### src/design/density_pkg.sv
/*
 * Shared constants and types for the pulse density modulator and its port 2 pin logic.
 * Assumes an APB register bus with 32-bit data and one aligned word per register index.
 */
package density_pkg;

	// Register indices; the byte address on the bus is four times the index.
	localparam int              ADDR_LSB        = 2;
	localparam int              IDX_W           = 6;
	localparam logic [IDX_W-1:0] IDX_PIN_DATA    = 6'h24;
	localparam logic [IDX_W-1:0] IDX_DIRECTION   = 6'h25;
	localparam logic [IDX_W-1:0] IDX_PULLUP      = 6'h26;
	localparam logic [IDX_W-1:0] IDX_FUNC_SEL    = 6'h27;
	localparam logic [IDX_W-1:0] IDX_PAT_HIGH    = 6'h30;
	localparam logic [IDX_W-1:0] IDX_PAT_LOW     = 6'h31;
	localparam logic [IDX_W-1:0] IDX_PAT2_HIGH   = 6'h32;
	localparam logic [IDX_W-1:0] IDX_PAT2_LOW    = 6'h33;
	localparam logic [IDX_W-1:0] IDX_MOD_CTRL    = 6'h36;

	// Field positions and implemented-bit masks.
	localparam int              BUZZER_BIT      = 7;
	localparam int              PIN5_SEL_BIT    = 6;
	localparam int              PIN2_SEL_BIT    = 4;
	localparam int              ENABLE_BIT      = 4;
	localparam int              DIV_LSB         = 0;
	localparam int              DIV_W           = 3;
	localparam logic [7:0]      FUNC_SEL_MASK   = 8'hD0;
	localparam logic [7:0]      MOD_CTRL_MASK   = 8'h17;
	localparam logic [7:0]      REG_RESET       = 8'h00;

	// Pin numbers with special functions.
	localparam int              PIN_MOD_A       = 2;
	localparam int              PIN_MOD_B       = 5;
	localparam int              PIN_PLAIN       = 6;
	localparam int              PIN_BUZZER      = 7;

	// Modulator structure.
	localparam int              TAPS            = 16;
	localparam int              PRESCALE_W      = 7;

	typedef enum logic [3:0] {
		SEL_NONE, SEL_PIN_DATA, SEL_DIRECTION, SEL_PULLUP, SEL_FUNC_SEL,
		SEL_PAT_HIGH, SEL_PAT_LOW, SEL_PAT2_HIGH, SEL_PAT2_LOW, SEL_MOD_CTRL
	} reg_sel_t;

endpackage

### src/design/density_tap_if.sv
/*
 * Carrier between the register block and the tap generator.
 * Assumes both ends run on the same pclk.
 */
`timescale 1ns/10ps
interface density_tap_if;
	logic                                run;
	logic [density_pkg::DIV_W-1:0]       div_sel;
	logic [density_pkg::TAPS-1:0]        taps;
	logic                                base_tick;

	modport gen (input run, input div_sel, output taps, output base_tick);
	modport user (output run, output div_sel, input taps, input base_tick);
endinterface

### src/design/density_tap_gen.sv
/*
 * Base clock divider and binary-weighted tap generator.
 * Assumes run and div_sel come from registers on the same clock.
 */
`timescale 1ns/10ps
module density_tap_gen #(
	parameter int TAP_COUNT = 16
) (
	input  wire logic          pclk,
	input  wire logic          presetn,
	input  wire logic          ce,
	density_tap_if.gen         tap_bus
);
	localparam int PW = density_pkg::PRESCALE_W;

	logic [PW-1:0]        pre_q;
	logic [TAP_COUNT-1:0] cnt_q;
	logic [PW-1:0]        div_mask;
	logic                 tick;

	initial begin
		if (TAP_COUNT != density_pkg::TAPS) begin
			$error("TAP_COUNT must match the carrier width");
		end
	end

	// Tick once every 2**div_sel master clocks while running.
	assign div_mask = PW'((8'h01 << tap_bus.div_sel) - 8'h01);
	assign tick     = tap_bus.run && ((pre_q & div_mask) == div_mask);
	assign tap_bus.base_tick = tick;

	// Prescaler restarts when stopped so the first period after enabling is full.
	always_ff @(posedge pclk or negedge presetn) begin
		if (!presetn) begin
			pre_q <= '0;
		end else if (ce) begin
			pre_q <= tap_bus.run ? pre_q + PW'(1) : '0;
		end
	end

	// Tap counter advances on each base clock tick.
	always_ff @(posedge pclk or negedge presetn) begin
		if (!presetn) begin
			cnt_q <= '0;
		end else if (ce) begin
			if (!tap_bus.run) begin
				cnt_q <= '0;
			end else if (tick) begin
				cnt_q <= cnt_q + TAP_COUNT'(1);
			end
		end
	end

	// Tap k is high when counter bit (15-k) is the lowest set bit, so taps never overlap.
	for (genvar k = 0; k < TAP_COUNT; k++) begin : g_tap
		localparam int POS = TAP_COUNT - 1 - k;
		if (POS == 0) begin : g_top
			assign tap_bus.taps[k] = tap_bus.run && cnt_q[0];
		end else begin : g_low
			assign tap_bus.taps[k] = tap_bus.run && cnt_q[POS] && (cnt_q[POS-1:0] == '0);
		end
	end

	// Helper: cycles since the last tick, for the divider check.
	logic [8:0] gap_q;
	always_ff @(posedge pclk or negedge presetn) begin
		if (!presetn) begin
			gap_q <= '0;
		end else if (ce) begin
			gap_q <= (tick || !tap_bus.run) ? 9'h001 : gap_q + 9'h001;
		end
	end
endmodule

### src/design/density_modulator_port2_mux.sv
/*
 * Port 2 pin logic with the pulse density modulator routed onto pins 2 and 5 and a buzzer clock onto pin 7.
 * Assumes an APB master on pclk, a testbench that resolves each pin from out, oe_n and pull-up,
 * and a buzzer clock produced by logic on the same clock.
 */
// Local design decision: register access over APB.
`timescale 1ns/10ps
// What this block does
// - Direction bit 0 makes a pin input, 1 makes it output.
// - Writing the pin data address loads the output latch from the bus.
// - The output latch keeps its value until the next data write.
// - Each pin has a pull-up enable; undriven pulled inputs read as one.
// - Pin 6 is always plain general-purpose input or output.
// - Buzzer enable, mode bit 7, puts the buzzer clock on pin 7.
// - The base clock comes from a divider on the master clock.
// - Divider select n gives master clock divided by two to the n.
// - The base clock is split into sixteen taps, 15 down to 0.
// - Tap 15 runs at half base rate, each lower tap halves again.
// - Output is the OR of taps whose pattern bits are set.
// - Pattern spans 0 to 65535; high density equals pattern over 65536.
// - Pattern is two byte registers, upper and lower, cleared at reset.
// - Module enable decides whether the modulator runs and may reach pin 2.
// - Divider select sits in control bits 2 to 0, enable in bit 4.
// - Mode bit 4 puts the modulator output on pin 2.
// - Mode bit 6 puts the modulator output for the second pattern on pin 5.
module density_modulator_port2_mux #(
	parameter int APB_AW = 12
) (
	input  wire logic              pclk,
	input  wire logic              presetn,
	input  wire logic              ce,
	input  wire logic              psel,
	input  wire logic              penable,
	input  wire logic              pwrite,
	input  wire logic [APB_AW-1:0] paddr,
	input  wire logic [31:0]       pwdata,
	input  wire logic [3:0]        pstrb,
	output logic      [31:0]       prdata,
	output logic                   pready,
	output logic                   pslverr,
	input  wire logic [7:0]        port2_pins_in,
	output logic      [7:0]        port2_pins_out,
	output logic      [7:0]        port2_pins_oe_n,
	output logic      [7:0]        port2_pullup_bits,
	input  wire logic              buzzer_clock
);
	localparam int AW_MIN = density_pkg::ADDR_LSB + density_pkg::IDX_W;

	initial begin
		if (APB_AW < AW_MIN) begin
			$error("APB_AW too narrow for the register map");
		end
	end

	// Register state.
	logic [7:0]  latch_q;
	logic [7:0]  dir_q;
	logic [7:0]  pull_q;
	logic [7:0]  func_q;
	logic [7:0]  pat_hi_q;
	logic [7:0]  pat_lo_q;
	logic [7:0]  pat2_hi_q;
	logic [7:0]  pat2_lo_q;
	logic [7:0]  ctrl_q;
	logic        latch_valid_q;

	// Bus response state.
	logic [31:0] prdata_q;
	logic        pready_q;
	logic        pslverr_q;

	// Pin side state.
	logic [7:0]  sync1_q;
	logic [7:0]  sync2_q;
	logic [7:0]  sync3_q;
	logic [7:0]  pin_level_q;
	logic [7:0]  pins_out_q;
	logic [7:0]  pins_oe_n_q;
	logic [7:0]  pull_out_q;

	// Bus decode.
	density_pkg::reg_sel_t sel;
	logic        setup_phase;
	logic        access_done;
	logic        wr_en;
	logic        rd_hit;
	logic [7:0]  rd_byte;

	// Modulator datapath.
	logic [15:0] pattern_word;
	logic [15:0] pattern2_word;
	logic        mod_enable;
	logic        mod_out;
	logic        mod2_out;

	density_tap_if tap_bus ();

	density_tap_gen #(
		.TAP_COUNT (density_pkg::TAPS)
	) u_tap_gen (
		.pclk      (pclk),
		.presetn   (presetn),
		.ce        (ce),
		.tap_bus   (tap_bus)
	);

	// Maps a word address to the register it names; shared by the read and write paths.
	function automatic density_pkg::reg_sel_t decode(input logic [APB_AW-1:0] addr);
		logic [density_pkg::IDX_W-1:0] idx;
		idx = addr[AW_MIN-1:density_pkg::ADDR_LSB];
		decode = density_pkg::SEL_NONE;
		if (addr[density_pkg::ADDR_LSB-1:0] != '0) begin
			decode = density_pkg::SEL_NONE;
		end else if (APB_AW > AW_MIN && addr[APB_AW-1:AW_MIN-1] > {1'b0, addr[AW_MIN-1]}) begin
			decode = density_pkg::SEL_NONE;
		end else begin
			case (idx)
				density_pkg::IDX_PIN_DATA:  decode = density_pkg::SEL_PIN_DATA;
				density_pkg::IDX_DIRECTION: decode = density_pkg::SEL_DIRECTION;
				density_pkg::IDX_PULLUP:    decode = density_pkg::SEL_PULLUP;
				density_pkg::IDX_FUNC_SEL:  decode = density_pkg::SEL_FUNC_SEL;
				density_pkg::IDX_PAT_HIGH:  decode = density_pkg::SEL_PAT_HIGH;
				density_pkg::IDX_PAT_LOW:   decode = density_pkg::SEL_PAT_LOW;
				density_pkg::IDX_PAT2_HIGH: decode = density_pkg::SEL_PAT2_HIGH;
				density_pkg::IDX_PAT2_LOW:  decode = density_pkg::SEL_PAT2_LOW;
				density_pkg::IDX_MOD_CTRL:  decode = density_pkg::SEL_MOD_CTRL;
				default:                    decode = density_pkg::SEL_NONE;
			endcase
		end
	endfunction

	// A transfer completes on the first access cycle; pready is raised from the setup cycle.
	assign sel         = decode(paddr);
	assign setup_phase = psel && !penable && !pready_q;
	assign access_done = psel && penable && pready_q;
	assign wr_en       = access_done && pwrite && pstrb[0] && (sel != density_pkg::SEL_NONE);
	assign rd_hit      = decode(paddr) != density_pkg::SEL_NONE;

	// Read mux; data reads the filtered pin level and unimplemented bits read as zero.
	always_comb begin
		rd_byte = 8'h00;
		case (sel)
			density_pkg::SEL_PIN_DATA:  rd_byte = pin_level_q;
			density_pkg::SEL_DIRECTION: rd_byte = dir_q;
			density_pkg::SEL_PULLUP:    rd_byte = pull_q;
			density_pkg::SEL_FUNC_SEL:  rd_byte = func_q & density_pkg::FUNC_SEL_MASK;
			density_pkg::SEL_PAT_HIGH:  rd_byte = pat_hi_q;
			density_pkg::SEL_PAT_LOW:   rd_byte = pat_lo_q;
			density_pkg::SEL_PAT2_HIGH: rd_byte = pat2_hi_q;
			density_pkg::SEL_PAT2_LOW:  rd_byte = pat2_lo_q;
			density_pkg::SEL_MOD_CTRL:  rd_byte = ctrl_q & density_pkg::MOD_CTRL_MASK;
			default:                    rd_byte = 8'h00;
		endcase
	end

	// Bus answer: ready, error and data are prepared in the setup cycle; ready and error drop after the access, data holds.
	always_ff @(posedge pclk or negedge presetn) begin
		if (!presetn) begin
			pready_q  <= 1'b0;
			pslverr_q <= 1'b0;
			prdata_q  <= 32'h0000_0000;
		end else if (ce) begin
			if (setup_phase) begin
				pready_q  <= 1'b1;
				pslverr_q <= !rd_hit;
				prdata_q  <= pwrite ? 32'h0000_0000 : {24'h00_0000, rd_byte};
			end else begin
				pready_q  <= 1'b0;
				pslverr_q <= 1'b0;
			end
		end
	end

	// Output latch: only a data write changes it, and it holds otherwise. It has no reset value.
	always_ff @(posedge pclk) begin
		if (ce && wr_en && sel == density_pkg::SEL_PIN_DATA) begin
			latch_q <= pwdata[7:0];
		end
	end

	// Marks the latch as known once written; reset clears it although the latch keeps its value.
	always_ff @(posedge pclk or negedge presetn) begin
		if (!presetn) begin
			latch_valid_q <= 1'b0;
		end else if (ce && wr_en && sel == density_pkg::SEL_PIN_DATA) begin
			latch_valid_q <= 1'b1;
		end
	end

	// Pin configuration registers.
	always_ff @(posedge pclk or negedge presetn) begin
		if (!presetn) begin
			dir_q  <= density_pkg::REG_RESET;
			pull_q <= density_pkg::REG_RESET;
			func_q <= density_pkg::REG_RESET;
		end else if (ce && wr_en) begin
			case (sel)
				density_pkg::SEL_DIRECTION: dir_q  <= pwdata[7:0];
				density_pkg::SEL_PULLUP:    pull_q <= pwdata[7:0];
				density_pkg::SEL_FUNC_SEL:  func_q <= pwdata[7:0] & density_pkg::FUNC_SEL_MASK;
				default:                    func_q <= func_q;
			endcase
		end
	end

	// Modulator pattern and control registers.
	always_ff @(posedge pclk or negedge presetn) begin
		if (!presetn) begin
			pat_hi_q  <= density_pkg::REG_RESET;
			pat_lo_q  <= density_pkg::REG_RESET;
			pat2_hi_q <= density_pkg::REG_RESET;
			pat2_lo_q <= density_pkg::REG_RESET;
			ctrl_q    <= density_pkg::REG_RESET;
		end else if (ce && wr_en) begin
			case (sel)
				density_pkg::SEL_PAT_HIGH:  pat_hi_q  <= pwdata[7:0];
				density_pkg::SEL_PAT_LOW:   pat_lo_q  <= pwdata[7:0];
				density_pkg::SEL_PAT2_HIGH: pat2_hi_q <= pwdata[7:0];
				density_pkg::SEL_PAT2_LOW:  pat2_lo_q <= pwdata[7:0];
				density_pkg::SEL_MOD_CTRL:  ctrl_q    <= pwdata[7:0] & density_pkg::MOD_CTRL_MASK;
				default:                    ctrl_q    <= ctrl_q;
			endcase
		end
	end

	// Tap combination; the all-ones pattern still misses one slot, so full duty is impossible.
	assign pattern_word     = {pat_hi_q, pat_lo_q};
	assign pattern2_word    = {pat2_hi_q, pat2_lo_q};
	assign mod_enable       = ctrl_q[density_pkg::ENABLE_BIT];
	assign tap_bus.run      = mod_enable;
	assign tap_bus.div_sel  = ctrl_q[density_pkg::DIV_LSB +: density_pkg::DIV_W];
	assign mod_out          = |(tap_bus.taps & pattern_word);
	assign mod2_out         = |(tap_bus.taps & pattern2_word);

	// Pin inputs pass three flops; a level is accepted once the last two agree.
	always_ff @(posedge pclk or negedge presetn) begin
		if (!presetn) begin
			sync1_q     <= 8'h00;
			sync2_q     <= 8'h00;
			sync3_q     <= 8'h00;
			pin_level_q <= 8'h00;
		end else if (ce) begin
			sync1_q <= port2_pins_in;
			sync2_q <= sync1_q;
			sync3_q <= sync2_q;
			for (int i = 0; i < 8; i++) begin
				if (sync2_q[i] == sync3_q[i]) begin
					pin_level_q[i] <= sync3_q[i];
				end
			end
		end
	end

	// Output mux, registered so every pin output comes straight from a flop.
	always_ff @(posedge pclk or negedge presetn) begin
		if (!presetn) begin
			pins_out_q  <= 8'h00;
			pins_oe_n_q <= 8'hFF;
			pull_out_q  <= 8'h00;
		end else if (ce) begin
			pins_out_q  <= latch_q;
			pins_oe_n_q <= ~dir_q;
			pull_out_q  <= pull_q;
			if (func_q[density_pkg::PIN2_SEL_BIT] && mod_enable) begin
				pins_out_q[density_pkg::PIN_MOD_A] <= mod_out;
			end
			if (func_q[density_pkg::PIN5_SEL_BIT]) begin
				pins_out_q[density_pkg::PIN_MOD_B] <= mod2_out;
			end
			if (func_q[density_pkg::BUZZER_BIT]) begin
				pins_out_q[density_pkg::PIN_BUZZER] <= buzzer_clock;
			end
		end
	end

	assign prdata            = prdata_q;
	assign pready            = pready_q;
	assign pslverr           = pslverr_q;
	assign port2_pins_out    = pins_out_q;
	assign port2_pins_oe_n   = pins_oe_n_q;
	assign port2_pullup_bits = pull_out_q;
endmodule

### config.mk
export PLATFORM = sky130hd
export DESIGN_NAME = density_modulator_port2_mux
export DESIGN_NICKNAME = d
export VERILOG_FILES = /design/src/design/density_pkg.sv /design/src/design/density_tap_if.sv /design/src/design/density_tap_gen.sv /design/src/design/density_modulator_port2_mux.sv
export SDC_FILE = /design/constraint.sdc
export NUM_CORES = 1
export LEC_CHECK = 0
export BUFFER_PORTS_ARGS = -buffer_cell sky130_fd_sc_hd__buf_4
export CAP_MARGIN = 5
export CORE_MARGIN = 3
export CORE_UTILIZATION = 30
export CTS_CLUSTER_DIAMETER = 150
export DETAILED_ROUTE_END_ITERATION = 16
export GPL_ROUTABILITY_DRIVEN = 0
export SYNTH_ARGS = -nofsm -noshare
export SYNTH_HDL_FRONTEND = slang
export SYNTH_SLANG_ARGS = --single-unit
### constraint.sdc
create_clock -name pclk -period 5.75 [get_ports pclk]
set_input_delay 1.15 -clock pclk [delete_from_list [all_inputs] [get_ports pclk]]
set_output_delay 1.15 -clock pclk [all_outputs]
set_load 0.1 [all_outputs]
# Yosys cells after proc, flatten, opt, wreduce, memory -nomap -nowiden
# Cells that the tools add are included.
totals:
  reg_bits: 176
  input_bits: 63
  wordCells: 160
op_classes:
  addsub: 3
  magnitude_cmp: 1
  n_eq_ne: 28
  shift: 1
  mux: 13
  n_bitwise: 5
  reduce_logical: 81
ops:
  columns: ["cell", "count"]
  rows:
  - ["$pmux 8 s9", 1]
  - ["$eq 6x6->1 const B", 9]
  - ["$logic_and 1x1->1", 42]
  - ["$pmux 4 s9", 1]
  - ["$reduce_and 2->1", 18]
  - ["$and 16x16->16", 2]
  - ["$mux 16", 2]
  - ["$reduce_or 16->1", 2]
  - ["$add 16x1->16 const B", 1]
  - ["$eq 4x3->1 const B", 4]
  - ["$logic_not 15->1", 1]
  - ["$logic_not 14->1", 1]
  - ["$logic_not 13->1", 1]
  - ["$logic_not 12->1", 1]
  - ["$logic_not 11->1", 1]
  - ["$logic_not 10->1", 1]
  - ["$logic_not 9->1", 1]
  - ["$eq 1x1->1", 8]
  - ["$eq 4x2->1 const B", 2]
  - ["$eq 4x4->1 const B", 2]
  - ["$logic_not 8->1", 1]
  - ["$mux 4", 2]
  - ["$mux 8", 1]
  - ["$not 8->8", 1]
  - ["other kinds (20)", 26]

# Longest topological paths before layout
# Gate-level depths: netlist of the first run.
depth:
  word_depth: 8
  ltp_mapped: 7

# By module
# A second synthesis of the first run with hierarchy kept.
unflattened:
  cells_unflattened: 708
  area_unflattened_um2: 7875.1
modules_own_cells:
  columns: ["module", "instances", "cells_per_inst", "area_per_inst_um2", "seq_area_each_um2"]
  rows:
  - ["density_modulator_port2_mux", 1, 518, 6273.5, 3278.1]
  - ["density_tap_gen", 1, 190, 1601.5, 575.6]

# Worst setup path after synthesis of the first run
# Ideal clock, no wire load.
synth_path:
  path_type: "input to register"
  start: "input paddr[5]"
  end: "register latch_q[0], enable pin"
  t_arrival_ns: 2.575
  required_time_ns: 5.355
  path_slack_ns: 2.780
  cell_stages: 3
  n_path_buf: 0
  cell_sequence: "nor4b_4 -> nand4_4 -> nor4_1"
synth_between:
  elab_chain_len: 8
  elab_cells_between_ends: 17
  classes_between: "eq/ne (10); mux (3); reduce/logical (4)"
synth_rtl:
  columns: ["item", "line_no", "text"]
  rows:
  - ["start, declared", "density_modulator_port2_mux.sv:35", "input wire logic [APB_AW-1:0] paddr,"]
  - ["$eq 6x6->1", "density_modulator_port2_mux.sv:117", "case (idx)"]
  - ["$pmux 4 s9 *", "density_modulator_port2_mux.sv:117", null]
  - ["$mux 4 *", "density_modulator_port2_mux.sv:114", "end else if (APB_AW > AW_MIN && addr[APB_AW-1:AW_MIN-1] > {1'b0, addr[AW_MIN-1]}) begin"]
  - ["$mux 4 *", "density_modulator_port2_mux.sv:112", "if (addr[density_pkg::ADDR_LSB-1:0] != '0) begin"]
  - ["$reduce_bool 4->1", "density_modulator_port2_mux.sv:136", "assign wr_en = access_done && pwrite && pstrb[0] && (sel != density_pkg::SEL_NONE);"]
  - ["$logic_and 1x1->1", "density_modulator_port2_mux.sv:136", null]
  - ["$logic_and 1x1->1", "density_modulator_port2_mux.sv:176", "if (ce && wr_en && sel == density_pkg::SEL_PIN_DATA) begin"]
  - ["$logic_and 1x1->1 *", null, null]
  - ["end signal, assigned", "density_modulator_port2_mux.sv:177", "latch_q <= pwdata[7:0];"]
  - ["end, declared", "density_modulator_port2_mux.sv:56", "logic [7:0] latch_q;"]
# Every way passes the cells marked *; elsewhere a longest branch is shown, timed or not.
# A chain may end at the register's enable or synchronous reset.

# Worst setup path in the final report of the first run
layout_path:
  start: "input paddr[2]"
  end: "register dir_q[4]"
layout_between:
  elab_chain_len: 8
  elab_cells_between_ends: 17
  classes_between: "eq/ne (10); mux (3); reduce/logical (4)"
layout_rtl:
  columns: ["item", "line_no", "text"]
  rows:
  - ["$eq 6x6->1", "density_modulator_port2_mux.sv:117", null]
  - ["$pmux 4 s9 *", "density_modulator_port2_mux.sv:117", null]
  - ["$mux 4 *", "density_modulator_port2_mux.sv:114", null]
  - ["$mux 4 *", "density_modulator_port2_mux.sv:112", null]
  - ["$reduce_bool 4->1", "density_modulator_port2_mux.sv:136", null]
  - ["$logic_and 1x1->1", "density_modulator_port2_mux.sv:136", null]
  - ["$logic_and 1x1->1", "density_modulator_port2_mux.sv:196", "end else if (ce && wr_en) begin"]
  - ["$reduce_and 2->1 (no line) *", null, null]
  - ["end signal, assigned", "density_modulator_port2_mux.sv:193", "dir_q <= density_pkg::REG_RESET;"]
  - ["end signal, assigned", "density_modulator_port2_mux.sv:198", "density_pkg::SEL_DIRECTION: dir_q <= pwdata[7:0];"]
  - ["end, declared", "density_modulator_port2_mux.sv:57", "logic [7:0] dir_q;"]
# Marked as above.

==> results of run 1 <==
-- registers in the layout (all words and copies together) (netlist names), 4 cells and up --
name               count
latch_q                8
pat2_lo_q              8
u_tap_gen.pre_q        7
pin_level_q            8
u_tap_gen.cnt_q       16
pat_hi_q               8
sync3_q                8
sync1_q                8
pull_q                 8
sync2_q                8
dir_q                  8
ctrl_q                 4
port2_pins_out         8
prdata                 8
port2_pins_oe_n        8
pat_lo_q               8
port2_pullup_bits      8
pat2_hi_q              8
-- power groups by stage --
| stage | combinational, mW | sequential, mW | clock (mW) |
|---|---|---|---|
| floorplan | 0.297 | 1.26 | 0 |
| global placement | 0.389 | 1.27 | 0 |
| detailed placement | 0.394 | 1.27 | 0 |
| CTS | 0.397 | 1.25 | 1.10 |
| global route | 0.437 | 1.26 | 1.16 |
| finish | 0.394 | 1.25 | 1.09 |
-- per-layer routing --
metal  GRT usage  vias up  share of wire
li1            -     2475              -
met5           0        -              0
met1       0.206     2626           0.49
met3      0.0330       21          0.053
met2       0.212      142           0.44
met4      0.0450        0          0.016
-- synthesized netlist by cell type, drive strengths merged (3+ instances only) --
master | number | area (um2)
a21oi | 39 | 195
a221oi | 6 | 52.6
a22o | 6 | 52.6
a22oi | 4 | 30.0
a31oi | 8 | 50.1
and3 | 3 | 18.8
and4 | 3 | 26.3
buf | 41 | 262
clkbuf | 12 | 45.0
dfrtp | 136 | 3400
dfstp | 8 | 210
edfxtp | 8 | 240
ha | 3 | 37.5
inv | 25 | 93.8
mux2 | 95 | 1100
mux2i | 20 | 200
mux4 | 3 | 67.6
nand2 | 46 | 180
nand2b | 14 | 87.6
nand3 | 14 | 70.1
nand3b | 7 | 52.6
nand4 | 9 | 92.6
nor2 | 33 | 124
nor2b | 8 | 50.1
nor3 | 7 | 62.6
nor4 | 3 | 40.0
o21ai | 34 | 170
o2bb2ai | 3 | 26.3
o31ai | 11 | 96.3
or3 | 3 | 18.8
or4 | 11 | 82.6
-- layout make-up --
type | count | area [um2]
multi-input combinational | 444 | 3330
tap | 324 | 405
sequential | 152 | 3850
fill | 2395 | 15700
clock buffer | 18 | 429
clock inverter | 14 | 139
inverter | 25 | 93.8
timing repair buffer | 73 | 552
-- metrics by stage --
step | hold slack [ns] | cell area (um2) | utilization | setup WS (ns) | total power [mW]
2_1_floorplan | 0.404 | 7580 | - | 2.78 | 1.56
3_3_place_gp | 0.455 | 8240 | 0.337 | 2.37 | 1.66
3_5_place_dp | 0.456 | 8240 | 0.337 | 2.34 | 1.66
4_1_cts | 0.469 | 8800 | 0.360 | 2.79 | 2.75
5_1_grt | 0.479 | 8800 | 0.360 | 2.63 | 2.86
6_report | 0.464 | 8800 | 0.360 | 2.71 | 2.73
-- kinds of logic (layout without fill, tap and decap cells) --
kind of cell	Yosys count	count (layout)	share of synthesized area
compound gates	130	130	0.112
xor+xnor	1	1	0.00117
fa+ha+maj	3	3	0.00501
buf+inv	78	130	0.0534
flops	152	152	0.514
mux	118	118	0.183
other cells	1	24	0.000501
simple gates	168	168	0.131
-- critical path, cell delays in order --
cell      delay (ns)
buf_4           0.26
nor2b_1         0.87
nand3b_1        0.61
mux2_2          0.46
-- worst paths after layout --
kind / startpoint / end / slack (ns)
max: paddr[2] / dir_q[4] / 2.71
min: port2_pins_oe_n[0] / port2_pins_oe_n[0] / 0.46
max reg2reg: ctrl_q[2] / u_tap_gen.cnt_q[15] / 3.58
min reg2reg: port2_pins_oe_n[0] / port2_pins_oe_n[0] / 0.46
max in group asynchronous: presetn / port2_pins_oe_n[0] / 3.82
min in group asynchronous: presetn / sync2_q[7] / 0.84
==> metrics.md, run 1 <==
| Metric | Value |
|---|---|
| Clk_lat worst skew | `0.43 ns` |
| Drc violations | `0` |
| Setup TNS | `0 ns` |
| Global-route wire length before repair | `29600 um` |
| Least-Margin Pin Slew | `1.04 ns` |
| Mapped Avg Cell Area | `11.5 um2` |
| Crit end category | `register` |
| Htree depth | `4` |
| Outcome | `complete, no violations` |
| Vias | `5264` |
| Pint | `1.89 mW` |
| Final Hold Fails | `0` |
| Initial core utilization | `0.306` |
| Prevailing post-synth register cell | `dfrtp_1` |
| Psw | `0.837 mW` |
| Deepest clock path buffer count | `2` |
| Synth cell types | `66` |
| Synth-to-layout area growth | `17.5%` |
| Setup CP Type | `in2reg` |
| Post-CTS sizing | `0` |
| Clk pin slew, worst setup/hold paths | `0.07 ns` |
| Cts bufs inserted | `17` |
| Layout Cells excl Fill | `1050` |
| CTS tree | `yes` |
| Die height | `164 um` |
| Largest net degree at the start of global routing | `106` |
| Comb pwr share | `0.144` |
| Sw frac | `0.307` |
| DR iter-0 viols | `380` |
| CP startpoint kind | `primary input` |
| # IOs | `121` |
| Synth Instances | `651` |
| ANT nets after route | `0` |
| Dpl cells | `1018` |
| Synth Register Bits | `152` |
| Nets | `779` |
| Congestion Overflow GR | `0` |
| Root buffer cell | `clkbuf_16` |
| Hold-critical path depth | `2` |
| MaxCap Viol Count | `0` |
| WL final | `18400 um` |
| Die area | `26900 um2` |
| Cells on worst reg2reg path | `5` |
| N_diodes | `0` |
| Pins Over Slew Limit | `0` |
| # rows | `57` |
| CP required | `6.07 ns` |
| CTS sink count | `152` |
| Worst-path fanout max | `25` |
| Post-synth ARST share | `0.947` |
| Vias in the first global route | `5108` |
| Share of cells above drive strength 1 | `0.311` |
| Wire per inst | `17.5 um` |
| Final min period | `3.04 ns` |
| Post-CTS Setup Inserts | `0` |
| Post-Syn Area | `7490 um2` |
| Initial antenna violation count | `0` |
| Sequential area share after synthesis | `0.514` |
| Pleak | `4.01 nW` |
| Tcrit/Tclk final | `0.529` |
| RSZ-0062 raised after global routing | `no` |
| Worst EP arrival | `3.36 ns` |
| Setup violators final | `0` |
| FMAX | `329 MHz` |
| Most frequent cells in the layout | `dfrtp_1 (136), mux2_2 (87), buf_4 (72)` |
| Post-synth EDFFs | `8` |
| CTS Hold Bufs | `0` |
| Core area | `24500 um2` |
| Clock share of power | `0.398` |
| Iteration count of the initial detailed-routing pass | `4` |
| Dpl hpwl | `12600 um` |
| Hold Crit Class | `reg2reg` |
| Clock skew | `0.00926 ns` |
| Die width | `164 um` |
| Total GRT Usage | `0.143` |
| PortBufs | `69` |
| PD cells | `310 nW/um2` |
| Sequential share of power | `0.457` |
| Max_slew headroom | `0.306` |
| Worst VDD drop | `0.000215 V` |
| Syn. warnings | `0` |
| Vias per cell | `5.01` |
| Commonest non-fill, non-tap cell in the layout | `dfrtp_1` |
No activity file was read; power rests on OpenSTA's default activity.
==> run 2, diff against run 1 <==
clock period = 3.2 ns   (was 5.75 ns; I/O delays follow)
==> run 2 against run 1 <==
  * Largest power group unchanged
  * Highest routed layer unchanged
  * Global-route usage shrank 0.48 points
  * Via count increased by 0.13%
  * Core utilization increased by 0.11 points
  * Cell area is 0.30% higher
  * Count of clock-buffer cells in the layout up 1
  * First-iteration DRC count shrank 29%
==> metrics.md, run 2 (same netlist as run 1, synthesis figures left out) <==
| Metric | Value |
|---|---|
| Outcome | `complete, no violations` |
| Synth-to-layout area growth | `17.9%` |
| Die area | `26900 um2` |
| RSZ-0062 raised after global routing | `no` |
| Dpl cells | `1023` |
| Hold Crit Class | `in2async` |
| Drc violations | `0` |
| Largest register FFs | `16` |
| Total GRT Usage | `0.138` |
| Max_slew headroom | `0.475` |
| Worst EP arrival | `2.52 ns` |
| Cells on worst reg2reg path | `7` |
| ANT nets after route | `0` |
| CTS sink count | `152` |
| Commonest non-fill, non-tap cell in the layout | `dfrtp_1` |
| Setup slack, reg-to-reg | `0.97 ns` |
| Levels on crit path | `7` |
| Most frequent cells in the layout | `dfrtp_1 (136), mux2_2 (87), buf_4 (77)` |
| Vias in the first global route | `4965` |
| MaxCap Viol Count | `0` |
| Setup TNS | `0 ns` |
| Clk_lat worst skew | `0.43 ns` |
| CP required | `3.49 ns` |
| Dpl hpwl | `12800 um` |
| Worst VDD drop | `0.000341 V` |
| Deepest clock path buffer count | `2` |
| Initial antenna violation count | `0` |
| PortBufs | `69` |
| Post-CTS sizing | `0` |
| Crit end category | `register` |
| PD cells | `548 nW/um2` |
| Largest Register | `u_tap_gen.cnt_q` |
| Pleak | `4.04 nW` |
| CTS tree | `yes` |
| Wire per inst | `17.0 um` |
| Worst-path fanout max | `9` |
| Critical R2R Launch | `u_tap_gen.cnt_q[0]` |
| CP Cell Sequence | `inv_1 -> ha_1 -> and4bb_2 -> and3_1 -> a2111oi_0 -> o311a_1 -> a31oi_1` |
| Root buffer cell | `clkbuf_16` |
| CTS Hold Bufs | `0` |
| Clk pin slew, worst setup/hold paths | `0.06 ns` |
| Slowest Stage Delay on Critical Path | `0.51 ns` |
| WL final | `17900 um` |
| Pins Over Slew Limit | `0` |
| # rows | `57` |
| Least-Margin Pin Slew | `0.786 ns` |
| Vias | `5271` |
| Initial core utilization | `0.306` |
| Clock skew | `0.00999 ns` |
| Cell family with the largest share of critical-path delay | `compound AO/OA/AOI/OAI gates` |
| Vias per cell | `5.00` |
| Post-CTS Setup Inserts | `0` |
| DR iter-0 viols | `271` |
| Layout Cells excl Fill | `1055` |
| Share of cells above drive strength 1 | `0.316` |
| Die height | `164 um` |
| # IOs | `121` |
| CP startpoint kind | `register` |
| Setup CP Type | `reg2reg` |
| Setup crit start | `u_tap_gen.cnt_q[0]` |
| Cts bufs inserted | `17` |
| Setup violators final | `0` |
| Final min period | `2.23 ns` |
| FMAX | `449 MHz` |
| Worst path buffer plus inverter count | `1` |
| N_diodes | `0` |
| Die width | `164 um` |
| Congestion Overflow GR | `0` |
| Reg-to-Reg End | `port2_pins_out[2]` |
| Tcrit/Tclk final | `0.696` |
| Global-route wire length before repair | `28400 um` |
| Slowest-stage cell, CP | `dfrtp_1` |
| Htree depth | `4` |
| Core area | `24500 um2` |
| Worst setup path endpoint | `port2_pins_out[2]` |
| Iteration count of the initial detailed-routing pass | `5` |
| Nets | `784` |
| Final Hold Fails | `0` |
| Largest net degree at the start of global routing | `82` |
run 2: layer usage:
layer / share of wire / routed length [um] / vias up / track usage
li1: - / - / 2469 / -
met2: 0.45 / 8010 / 142 / 0.208
met3: 0.069 / 1230 / 19 / 0.0404
met1: 0.47 / 8430 / 2641 / 0.193
met5: 0 / 0 / - / 0
met4: 0.012 / 223 / 0 / 0.0384
run 2: stage by stage:
step	util	total power [mW]	worst slack, ns	hold slack, ns	cell area, um2
floorplan	-	2.79	0.432	0.344	7580
global placement	0.338	2.98	0.675	0.454	8270
detailed placement	0.338	3.00	0.648	0.455	8270
CTS	0.361	4.90	1.00	0.276	8830
global route	0.361	5.06	0.784	0.297	8830
finish	0.361	4.84	0.974	0.237	8830
run 2: report_power, final:
part | internal (mW) | total, mW | leakage [nW] | switching, mW
Clock | 1.04 | 1.88 | 0.273 | 0.846
Combinational | 0.244 | 0.711 | 1.83 | 0.467
Sequential | 2.07 | 2.25 | 1.94 | 0.174
Total | 3.36 | 4.84 | 4.04 | 1.49
run 2: how the worst min path moves through the flow:
| stage | start | to | slack [ns] | cells after the start |
|---|---|---|---|---|
| 3_3_place_gp | dir_q[4] | port2_pins_oe_n[4] | 0.45 | 1 |
| 3_5_place_dp | dir_q[4] | port2_pins_oe_n[4] | 0.45 | 1 |
| 6_report | presetn | port2_pullup_bits[7] | 0.24 | 1 |
| 5_1_grt | presetn | port2_pullup_bits[7] | 0.30 | 1 |
| 2_1_floorplan | presetn | ctrl_q[0] | 0.34 | 0 |
| 4_1_cts | presetn | port2_pullup_bits[7] | 0.28 | 1 |
run 2: cell type report:
class	instances	area [um2]
sequential	152	3850
fill	2390	15600
timing repair buffer	78	589
inverter	25	93.8
clock inverter	13	114
multi-input combinational	444	3330
tap	324	405
clock buffer	19	443
==> run 3, diff against run 2 <==
clock period = 1.9 ns   (was 3.2 ns; I/O delays follow)
==> run 3 against run 2 <==
  * Core utilization is 2.5 points higher
  * Largest cell class unchanged
  * Cell area is 6.8% higher
  * Setup slack worse by 0.98 ns
  * Critical endpoint unchanged
  * Power is 76% higher
  * The flow now finishes with violations (negative setup slack)
==> metrics.md, run 3 (same netlist as run 1, synthesis figures left out) <==
| Metric | Value |
|---|---|
| Outcome | `finished, violations left` |
| Setup violators final | `1` |
| Die width | `164 um` |
| PD cells | `905 nW/um2` |
| Area of the multi-input gates | `3420 um2` |
| ANT nets after route | `0` |
| Htree depth | `4` |
| Largest Register | `u_tap_gen.cnt_q` |
| Root buffer cell | `clkbuf_16` |
| Final instance area | `9430 um2` |
| Vias in the first global route | `5483` |
| Seq. cell area | `3860 um2` |
| Largest register FFs | `16` |
| CP Cell Sequence | `or4_4 -> nor4_4 -> buf_4 -> nand4_1 -> a31oi_1` |
| Nets | `843` |
| FMAX | `525 MHz` |
| N_diodes | `0` |
| Worst VDD drop | `0.000625 V` |
| Initial core utilization | `0.306` |
| Sequential share of power | `0.435` |
| Worst-path fanout max | `4` |
| Drc violations | `0` |
| Core area | `24500 um2` |
| # rows | `57` |
| Worst EP arrival | `2.26 ns` |
| WHS | `0.178 ns` |
| Vias | `5561` |
| Synth-to-layout area growth | `25.9%` |
| Commonest non-fill, non-tap cell in the layout | `dfrtp_1` |
| Dpl cells | `1077` |
| Global-route wire length before repair | `30700 um` |
| Die height | `164 um` |
| Worst Setup Slack, final | `-0.00476 ns` |
| Layout Cells excl Fill | `1114` |
| # fillers | `2376` |
| Clock skew | `0.0137 ns` |
| DR iter-0 viols | `306` |
| Slowest-stage cell, CP | `or4_4` |
| Congestion Overflow GR | `0` |
| Tcrit/Tclk final | `1.00` |
| CTS tree | `yes` |
| Total GRT Usage | `0.149` |
| Final Hold Fails | `0` |
| Largest net degree at the start of global routing | `61` |
| Final core utilization | `0.386` |
| Clock share of power | `0.383` |
| Placed Area | `8730 um2` |
| PortBufs | `69` |
| Max_slew headroom | `0.527` |
| Initial antenna violation count | `0` |
| Cts bufs inserted | `17` |
| Psw | `2.70 mW` |
| CP startpoint kind | `register` |
| Failing checks | `negative setup slack` |
| Setup TNS | `-0.00476 ns` |
| Pleak | `4.37 nW` |
| CP required | `2.26 ns` |
| Pre-CTS setup slack | `-0.166 ns` |
| WL final | `19300 um` |
| Comb pwr share | `0.182` |
| Iteration count of the initial detailed-routing pass | `5` |
| CTS sink count | `152` |
| Least-Margin Pin Slew | `0.710 ns` |
| Most frequent cells in the layout | `dfrtp_1 (134), buf_4 (131), mux2_2 (87)` |
| Wire per inst | `17.3 um` |
| MaxCap Viol Count | `0` |
| Hold Crit Class | `in2reg` |
| RSZ-0062 raised after global routing | `yes` |
| Deepest clock path buffer count | `2` |
| Vias per cell | `4.99` |
| Setup CP Type | `reg2reg` |
| Total power | `8.53 mW` |
| Final min period | `1.90 ns` |
| Share of cells above drive strength 1 | `0.386` |
| Clk pin slew, worst setup/hold paths | `0.07 ns` |
| Crit end category | `register` |
| # IOs | `121` |
| Die area | `26900 um2` |
| Pins Over Slew Limit | `0` |
| Dpl hpwl | `14100 um` |
| Clk_lat worst skew | `0.43 ns` |
| Sw frac | `0.317` |
| Pint | `5.83 mW` |
| Slowest Stage Delay on Critical Path | `0.59 ns` |
run 3: what timing repair did:
action                                  CTS  global route
buffers inserted                          0             4
resized for setup                         1            19
pin swaps                                 0            13
endpoints found under the setup margin    1            14
endpoints found under the hold margin    35             0
hold buffers                              1             0
run 3: final timing paths:
kind                                    start                  to  slack, ns  cells past startpoint
setup / recovery           u_tap_gen.cnt_q[7]   port2_pins_out[2]     -0.005                      5
hold / removal               port2_pins_in[4]          sync1_q[4]       0.18                      2
min in group asynchronous             presetn          sync1_q[7]       0.43                      2
setup reg to reg           u_tap_gen.cnt_q[7]   port2_pins_out[2]     -0.005                      5
hold reg to reg            port2_pins_oe_n[1]  port2_pins_oe_n[1]       0.47                      2
max in group asynchronous             presetn              pready       0.79                      3
run 3: final cells by class:
cell class,instances,area share
Clock inverter,15,0.0163
Multi-Input combinational cell,444,0.362
Clock buffer,17,0.0451
Tap cell,324,0.0430
Sequential cell,152,0.409
Timing Repair Buffer,137,0.114
Inverter,25,0.00995
run 3: layer usage:
layer | up-vias | GRT usage | share of wire
met2 | 156 | 0.223 | 0.46
met4 | 0 | 0.0511 | 0.018
met5 | - | 0 | 0
li1 | 2589 | - | -
met3 | 26 | 0.0396 | 0.062
met1 | 2790 | 0.208 | 0.46
run 3: power by group through the flow:
stage	Combinational (mW)	Sequential (mW)	Clock, mW
detailed placement	1.48	3.76	0
floorplan	0.901	3.81	0
CTS	1.51	3.70	3.37
global route	1.70	3.74	3.52
finish	1.55	3.71	3.27
global placement	1.45	3.75	0
run 3: critical path: cells and delay by family, from the launching register on:
| kind | cells | cell delay [ns] |
|---|---|---|
| DFF | 1 | 0.43 |
| AOI/OAI and AO/OA | 1 | 0.19 |
| buffers and inverters | 1 | 0.17 |
| and+or+nand+nor | 3 | 1.04 |
